`config.mk`:
```
export PLATFORM = sky130hd
export DESIGN_NAME = pchr_regs
export DESIGN_NICKNAME = d
export VERILOG_FILES = /design/src/core/pchr_pkg.sv /design/src/core/pchr_regs.sv /design/src/core/pchr_rom_decode.sv
export SDC_FILE = /design/constraint.sdc
export NUM_CORES = 1
export LEC_CHECK = 0
export BUFFER_PORTS_ARGS = -buffer_cell sky130_fd_sc_hd__buf_2
export CORE_UTILIZATION = 52
export CTS_CLUSTER_DIAMETER = 80
export DETAILED_ROUTE_END_ITERATION = 7
export PLACE_DENSITY = 0.92
export SETUP_SLACK_MARGIN = 0.02
export SKIP_CTS_REPAIR_TIMING = 1
export SYNTH_ARGS = -nofsm -noshare
export SYNTH_HDL_FRONTEND = slang
export SYNTH_HIERARCHICAL = 1
export SYNTH_SLANG_ARGS = --single-unit
```
`constraint.sdc`:
```
create_clock -name hclk -period 4.3 [get_ports hclk]
set_input_delay 0.43 -clock hclk [delete_from_list [all_inputs] [get_ports hclk]]
set_output_delay 0.43 -clock hclk [all_outputs]
set_load 0.005 [all_outputs]
```
`src/core/pchr_pkg.sv`:
```
// Notes on behaviour
// - boot rom base bits 31..17 writable, 16..1 zero
// - writable base bits place boot rom window
// - rom decode needs enable and memory space bit
// - max latency byte read-only, loaded at reset
// - min grant byte read-only, loaded at reset
// - interrupt line byte read/write, resets zero
// - scratch byte survives soft reset, hard reset clears
package pchr_pkg;
   // register byte offsets
   localparam logic [7:0]  pchr_off_cap      = 8'h34;
   localparam logic [7:0]  pchr_off_intlat   = 8'h3c;
   localparam logic [7:0]  pchr_off_scratch  = 8'h40;
   localparam logic [7:0]  pchr_off_rombase  = 8'h30;
   localparam logic [7:0]  pchr_off_ctrl     = 8'h44;
   // field positions
   localparam int          pchr_rom_base_lsb = 17;
   localparam int          pchr_rom_en_bit   = 0;
   localparam int          pchr_mem_en_bit   = 1;
   localparam int          pchr_soft_rst_bit = 2;
   // reset and fixed values
   localparam logic [7:0]  pchr_cap_value    = 8'hc0;
   localparam logic [7:0]  pchr_int_pin      = 8'h01;
   localparam logic [7:0]  pchr_int_line_rst = 8'h00;
   localparam logic [7:0]  pchr_scratch_rst  = 8'h00;
   localparam logic [14:0] pchr_rom_base_rst = 15'h0000;
   // latency unit in ns, and its count of 50 ns clocks
   localparam int          pchr_clk_ns       = 50;
   localparam int          pchr_lat_unit_ns  = 250;
   localparam int          pchr_lat_unit_cyc = pchr_lat_unit_ns / pchr_clk_ns;
endpackage

```
`src/core/pchr_regs.sv`:
```
// The AHB-Lite slave port is this design's own decision.
`timescale 1ns/1ns
// configuration header register bank on ahb-lite, zero wait state
module pchr_regs
(
   // ahb-lite slave
   input  wire logic        hclk,
   input  wire logic        hresetn,
   input  wire logic        hsel,
   input  wire logic [31:0] haddr,
   input  wire logic [1:0]  htrans,
   input  wire logic        hwrite,
   input  wire logic [2:0]  hsize,
   input  wire logic [31:0] hwdata,
   input  wire logic        hready,
   output logic [31:0]      hrdata,
   output logic             hreadyout,
   output logic             hresp,
   // values loaded from the serial eeprom at hardware reset
   input  wire logic [7:0]  eeprom_max_latency,
   input  wire logic [7:0]  eeprom_min_grant,
   input  wire logic        eeprom_load,
   // memory space enable from the command register
   input  wire logic        mem_space_enable,
   // boot rom access probe
   input  wire logic [31:0] mem_addr,
   input  wire logic        mem_valid,
   output logic             rom_hit
);
   // rom window setup, written through the bus
   logic [14:0] rom_base;               // writable upper base bits
   logic        boot_rom_enable;        // window enable bit
   logic [14:0] next_rom_base;          // next base bits
   logic        next_boot_rom_enable;   // next enable bit
   // eeprom copies, never written by the bus
   logic [7:0]  max_latency_field;      // bus access period, 250 ns units
   logic [7:0]  min_grant_field;        // bus hold time, 250 ns units
   logic [7:0]  next_max_latency_field; // next latency copy
   logic [7:0]  next_min_grant_field;   // next grant copy
   // routing byte left by firmware for the driver
   logic [7:0]  int_line;               // current routing value
   logic [7:0]  next_int_line;          // next routing value
   // driver storage
   logic [7:0]  driver_scratch;         // kept across a soft reset
   logic [7:0]  next_driver_scratch;    // next scratch byte
   // bus pipeline
   logic        wr_pend;                // write data phase pending
   logic [7:0]  wr_addr;                // offset latched at address phase
   logic        next_wr_pend;           // next pending flag
   logic [7:0]  next_wr_addr;           // next latched offset
   logic [31:0] next_hrdata;            // word for the read data phase
   // decoded strobes
   logic        addr_ok;                // address phase taken at this edge
   logic        rd_take;                // read address phase taken
   logic        wr_rombase;             // data phase of a rom base write
   logic        wr_intlat;              // data phase of an interrupt write
   logic        wr_scratch;             // data phase of a scratch write
   logic        soft_reset;             // soft reset strobe, one cycle

   // a transfer is taken when selected, nonseq or seq, and the bus ready;
   // hsize is not looked at: every register is one whole aligned word
   assign addr_ok = hsel && htrans[1] && hready;
   assign rd_take = addr_ok && !hwrite;

   // write strobes act in the data phase, while hwdata stands
   assign wr_rombase = wr_pend && (wr_addr == pchr_pkg::pchr_off_rombase);
   assign wr_intlat  = wr_pend && (wr_addr == pchr_pkg::pchr_off_intlat);
   assign wr_scratch = wr_pend && (wr_addr == pchr_pkg::pchr_off_scratch);

   // soft reset is a self-clearing write of one bit to the control word;
   // nothing is stored there, so the control word always reads zero
   assign soft_reset = wr_pend && (wr_addr == pchr_pkg::pchr_off_ctrl)
      && hwdata[pchr_pkg::pchr_soft_rst_bit];

   // next values of the bus pipeline
   always_comb
   begin
      // a write is remembered for its data phase, one cycle later
      next_wr_pend = addr_ok && hwrite;
      // the offset is held between transfers so the decode stays calm
      next_wr_addr = addr_ok ? haddr[7:0] : wr_addr;
      // read data is picked at the address phase and shown in the data
      // phase; a read right behind a write to the same word sees the
      // old value, the price of a slave with no wait states
      next_hrdata  = 32'h0000_0000;
      if (rd_take)
      begin
         unique case (haddr[7:0])
            pchr_pkg::pchr_off_rombase:
               // base bits, zero size bits, reserved bits, enable
               next_hrdata = {rom_base, 16'h0000,
                  boot_rom_enable};
            pchr_pkg::pchr_off_cap:
               // fixed pointer to the first capability
               next_hrdata = {24'h00_0000,
                  pchr_pkg::pchr_cap_value};
            pchr_pkg::pchr_off_intlat:
               // eeprom bytes, fixed pin byte, routing byte
               next_hrdata = {max_latency_field, min_grant_field,
                  pchr_pkg::pchr_int_pin, int_line};
            pchr_pkg::pchr_off_scratch:
               // only the middle byte is stored, the rest is reserved
               next_hrdata = {16'h0000, driver_scratch,
                  8'h00};
            default:
               // unmapped offsets and the control word read zero
               next_hrdata = 32'h0000_0000;
         endcase
      end
   end

   // register the bus pipeline; hrdata is zero outside a read data phase
   always_ff @(posedge hclk or negedge hresetn)
   begin
      if (!hresetn)
      begin
         wr_pend <= 1'b0;
         wr_addr <= 8'h00;
         hrdata  <= 32'h0000_0000;
      end
      else
      begin
         wr_pend <= next_wr_pend;
         wr_addr <= next_wr_addr;
         hrdata  <= next_hrdata;
      end
   end

   // next values of the rom window setup
   always_comb
   begin
      // hold by default
      next_rom_base        = rom_base;
      next_boot_rom_enable = boot_rom_enable;
      // only the upper base bits and the enable bit take hwdata; the
      // size bits and the reserved bits have no storage at all
      if (wr_rombase)
      begin
         next_rom_base        =
            hwdata[31:pchr_pkg::pchr_rom_base_lsb];
         next_boot_rom_enable = hwdata[pchr_pkg::pchr_rom_en_bit];
      end
      // soft reset closes the window; it wins over a same-cycle write
      if (soft_reset)
      begin
         next_rom_base        = pchr_pkg::pchr_rom_base_rst;
         next_boot_rom_enable = 1'b0;
      end
   end

   // register the rom window setup; the window is closed after reset
   always_ff @(posedge hclk or negedge hresetn)
   begin
      if (!hresetn)
      begin
         rom_base        <= pchr_pkg::pchr_rom_base_rst;
         boot_rom_enable <= 1'b0;
      end
      else
      begin
         rom_base        <= next_rom_base;
         boot_rom_enable <= next_boot_rom_enable;
      end
   end

   // next values of the eeprom copies
   always_comb
   begin
      // hold by default
      next_max_latency_field = max_latency_field;
      next_min_grant_field   = min_grant_field;
      // the loader is the only way in: bus writes to these bytes are
      // dropped, and a soft reset leaves them alone
      if (eeprom_load)
      begin
         next_max_latency_field = eeprom_max_latency;
         next_min_grant_field   = eeprom_min_grant;
      end
   end

   // register the eeprom copies; zero until the loader has run
   always_ff @(posedge hclk or negedge hresetn)
   begin
      if (!hresetn)
      begin
         max_latency_field <= 8'h00;
         min_grant_field   <= 8'h00;
      end
      else
      begin
         max_latency_field <= next_max_latency_field;
         min_grant_field   <= next_min_grant_field;
      end
   end

   // next value of the routing byte
   always_comb
   begin
      // hold by default
      next_int_line = int_line;
      // the low byte belongs to firmware; the upper three bytes of the
      // word are read-only and let the write pass them by
      if (wr_intlat)
         next_int_line = hwdata[7:0];
      // soft reset clears the routing byte along with the rom setup
      if (soft_reset)
         next_int_line = pchr_pkg::pchr_int_line_rst;
   end

   // register the routing byte
   always_ff @(posedge hclk or negedge hresetn)
   begin
      if (!hresetn)
         int_line <= pchr_pkg::pchr_int_line_rst;
      else
         int_line <= next_int_line;
   end

   // next value of the scratch byte
   always_comb
   begin
      // hold by default
      next_driver_scratch = driver_scratch;
      // middle byte only; soft reset is left out on purpose, so that a
      // driver can carry its own state across one
      if (wr_scratch)
         next_driver_scratch = hwdata[15:8];
   end

   // register the scratch byte; only a hardware reset clears it
   always_ff @(posedge hclk or negedge hresetn)
   begin
      if (!hresetn)
         driver_scratch <= pchr_pkg::pchr_scratch_rst;
      else
         driver_scratch <= next_driver_scratch;
   end

   // always ready, always okay; every access finishes with no wait
   // state, so there is no error case to report. both are kept in flops
   // so that no top output is driven by a bare constant
   always_ff @(posedge hclk or negedge hresetn)
   begin
      if (!hresetn)
      begin
         hreadyout <= 1'b1;
         hresp     <= 1'b0;
      end
      else
      begin
         hreadyout <= 1'b1;
         hresp     <= 1'b0;
      end
   end

   // boot rom window decode; the hit is registered inside, so rom_hit
   // comes straight from a flop one cycle after the access
   pchr_rom_decode i_pchr_rom_decode
   (
      .hclk             (hclk),
      .hresetn          (hresetn),
      .rom_base         (rom_base),
      .boot_rom_enable  (boot_rom_enable),
      .mem_space_enable (mem_space_enable),
      .mem_addr         (mem_addr),
      .mem_valid        (mem_valid),
      .rom_hit          (rom_hit)
   );
endmodule

```
`src/core/pchr_rom_decode.sv`:
```
`timescale 1ns/1ns
// registered boot rom window hit
module pchr_rom_decode
(
   // clock and reset
   input  wire logic        hclk,
   input  wire logic        hresetn,
   // window setup
   input  wire logic [14:0] rom_base,
   input  wire logic        boot_rom_enable,
   input  wire logic        mem_space_enable,
   // memory access address
   input  wire logic [31:0] mem_addr,
   input  wire logic        mem_valid,
   // registered hit
   output logic             rom_hit
);
   logic next_rom_hit;   // combinational hit

   // compare upper bits only; 128 kbyte window means bits 16..0 are offset
   always_comb
   begin
      next_rom_hit = mem_valid
         && boot_rom_enable && mem_space_enable
         && (mem_addr[31:pchr_pkg::pchr_rom_base_lsb]
            == rom_base);
   end

   // register the hit
   always_ff @(posedge hclk or negedge hresetn)
   begin
      if (!hresetn)
         rom_hit <= 1'b0;
      else
         rom_hit <= next_rom_hit;
   end
endmodule
```
==> impl_metrics.env <==
export IMPL_outcome="complete, no violations"
export IMPL_startpoint_type="flop"
export IMPL_path_clk_slew_ps=90
export IMPL_cts_max_path_buffers=2
export IMPL_yosys_top_cells_count="90 x dfrtp_1, 48 x nand4_1, 42 x a21oi_1"
export IMPL_finClkSkew_ps=8.643
export IMPL_total_power_uw=1763
export IMPL_vias=3297
export IMPL_layout_drive_gt1_share_pct=37.53
export IMPL_setup_tns_ps=0
export IMPL_grt_pass1_wl_mm=15.75
export IMPL_via_per_inst=6.061
export IMPL_maxCapViolCount=0
export IMPL_first_pass_iters=5
export IMPL_grt_usage_pct=24.68
export IMPL_std_cell_rows=31
export IMPL_cts_tree="built"
export IMPL_ant_nets=0
export IMPL_irDropWorstVdd_mv=0.2541
export IMPL_synthesis_area_sq_um=4076
export IMPL_syn_num_nets=475
export IMPL_drt_first_iter_violations=202
export IMPL_yosysSeqAreaShare_pct=55.25
export IMPL_tightest_slew_ps=1412
export IMPL_grt_ovfl_total=0
export IMPL_remaining_drc_errors=0
export IMPL_die_area_sq_um=8197
export IMPL_place_congestion=0.8545
export IMPL_antenna_found_initial=0
export IMPL_crit_arrival_ps=2600
export IMPL_htreeDepth=3
export IMPL_yosysTopAreaCellShare_pct=55.25
export IMPL_finalCriticalPeriod_ps=2424
export IMPL_worstReg2RegEnd="rom_base[10]$_DFFE_PN0P_"
export IMPL_critPathMaxFanout=24
export IMPL_power_density_nw_per_um2=361.9
export IMPL_drt_wl_total_mm=9.831
export IMPL_synth_edf_count=0
export IMPL_die_w_microns=90.54
export IMPL_wl_per_cell_microns=18.07
export IMPL_regToRegSetupSlack_ps=1880
export IMPL_async_flop_share_pct=100.0
export IMPL_leakagePower_uw=0.002186
export IMPL_crit_type="reg2reg"
export IMPL_critical_path_required_ps=4480
export IMPL_maxSlewViolCount=0
export IMPL_die_h_microns=90.54
export IMPL_finalSetupViolations=0
export IMPL_ys_warn_count=6
export IMPL_portBuffers=111
export IMPL_ios=160
export IMPL_synth_seq_cells=90
export IMPL_end_kind="flop"
export IMPL_hold_class="in2async"
export IMPL_clk_latency_ps=350
export IMPL_fin_nets=565
export IMPL_synthFlopType="dfrtp_1"
export IMPL_grt_max_degree=91
export IMPL_synth_area_leaders="dfrtp_1 55%, nand4_1 7.4%, mux2_2 6.6%"
export IMPL_areaGrowthSynthToFinish_pct=19.52
export IMPL_start_util_pct=55.02
export IMPL_antenna_cells=0
export IMPL_first_global_vias=3196
export IMPL_rr_startpoint="wr_addr[0]$_DFFE_PN0N_"
export IMPL_rsz0062_at_grt="no"
export IMPL_hpwl_mm=6.905
export IMPL_yosysTopAreaCell="dfrtp_1"
export IMPL_final_util_pct=65.77
export IMPL_yosysMostFrequentCell="dfrtp_1"
export IMPL_ys_types=38
export IMPL_max_slew_margin_rel_pct=5.646
export IMPL_cts_made_buffers=9
export IMPL_rr_worst_depth=3
export IMPL_placed_cells=528
export IMPL_cts_root_buf="clkbuf_8"
export IMPL_instances_no_fill=544
export IMPL_core_area_sq_um=7408
export IMPL_synth_avg_cell_area_sq_um=11.65
export IMPL_syn_inst=350
export IMPL_fmax_mhz=412.5
export IMPL_post_route_period_util_pct=56.38
export IMPL_hold_viol=0
export IMPL_cts_sinks=90
## metrics by stage
stage / hold slack (ps) / instance area, sq um / setup WS [ps]
5_1_grt: 279.4 / 4872 / 1722
6_report: 245.3 / 4872 / 1876
3_3_place_gp: 463.1 / 4653 / 2033
4_1_cts: 293.2 / 4872 / 1913
3_5_place_dp: 473.0 / 4653 / 1901
2_1_floorplan: 134.4 / 4076 / 2490
## report_power, final
part,internal [uW],switching (uW)
logic,91.7,111
clock network,328,291
registers,892,49.0
total,1310,451
## flip-flops by register name (all words and copies together), names as in the netlist
signal                     flops
hrdata                        32
rom_base                      15
driver_scratch                 8
int_line                       8
max_latency_field              8
min_grant_field                8
wr_addr                        8
boot_rom_enable                1
i_pchr_rom_decode/rom_hit      1
wr_pend                        1
## layout make-up
type | count | area [sq um]
Inverter | 4 | 15.01
Clock buffer | 10 | 127.6
Tap cell | 99 | 123.9
Multi-Input combinational cell | 222 | 1689
Sequential cell | 90 | 2252
Fill cell | 527 | 2536
Timing Repair Buffer | 113 | 573.1
Clock inverter | 6 | 91.34
## cell families (layout without fill, tap and decap cells)
group	after synthesis	count (layout)	synth area share, %
AOI/OAI and AO/OA	68	68	9.975
other	2	2	0.1842
xor gates and xnor gates	15	15	3.223
buffers and inverters	38	133	3.959
DFF	90	90	55.25
muxes	32	32	9.577
and+or+nand+nor	105	105	17.83
## critical path: stages (launching register included)
cell	delay (ps)
dfrtp_1	430
nand4bb_1	540
nor4b_4	1170
a21oi_1	100
## how the worst max path moves through the flow
stage	from	end	slack, ps	cells past startpoint
6_report	wr_addr[0]$_DFFE_PN0N_	rom_base[10]$_DFFE_PN0P_	1880	3
5_1_grt	wr_addr[0]$_DFFE_PN0N_	rom_base[11]$_DFFE_PN0P_	1720	3
4_1_cts	wr_addr[0]$_DFFE_PN0N_	rom_base[4]$_DFFE_PN0P_	1910	3
3_5_place_dp	haddr[6]	hrdata[26]$_DFF_PN0_	1900	4
3_3_place_gp	haddr[6]	hrdata[27]$_DFF_PN0_	2030	4
2_1_floorplan	wr_addr[5]$_DFFE_PN0N_	driver_scratch[0]$_DFFE_PN0P_	2490	4
## per-layer routing
| metal | vias to the layer above | GRT usage (%) | wire (microns) |
|---|---|---|---|
| met5 | - | 0 | 0 |
| met4 | 0 | 9.409 | 226 |
| met3 | 21 | 6.397 | 635 |
| met2 | 183 | 39.52 | 4880 |
| met1 | 1606 | 32.26 | 4088 |
| li1 | 1487 | - | - |
## layout by cell type (no fill, tap or decap), types with 4 or more instances in the layout
cell type / Yosys / layout
clkbuf_8: 0 / 9
inv_1: 4 / 4
and2_1: 10 / 10
o31ai_1: 24 / 24
nand4_1: 48 / 48
xnor2_1: 12 / 12
and4_1: 7 / 7
a21oi_1: 42 / 42
mux2_2: 24 / 24
nand3_1: 14 / 14
dfrtp_1: 90 / 90
buf_2: 3 / 110
mux2_4: 8 / 8
Note: power is estimated with default switching activity, not from simulation.
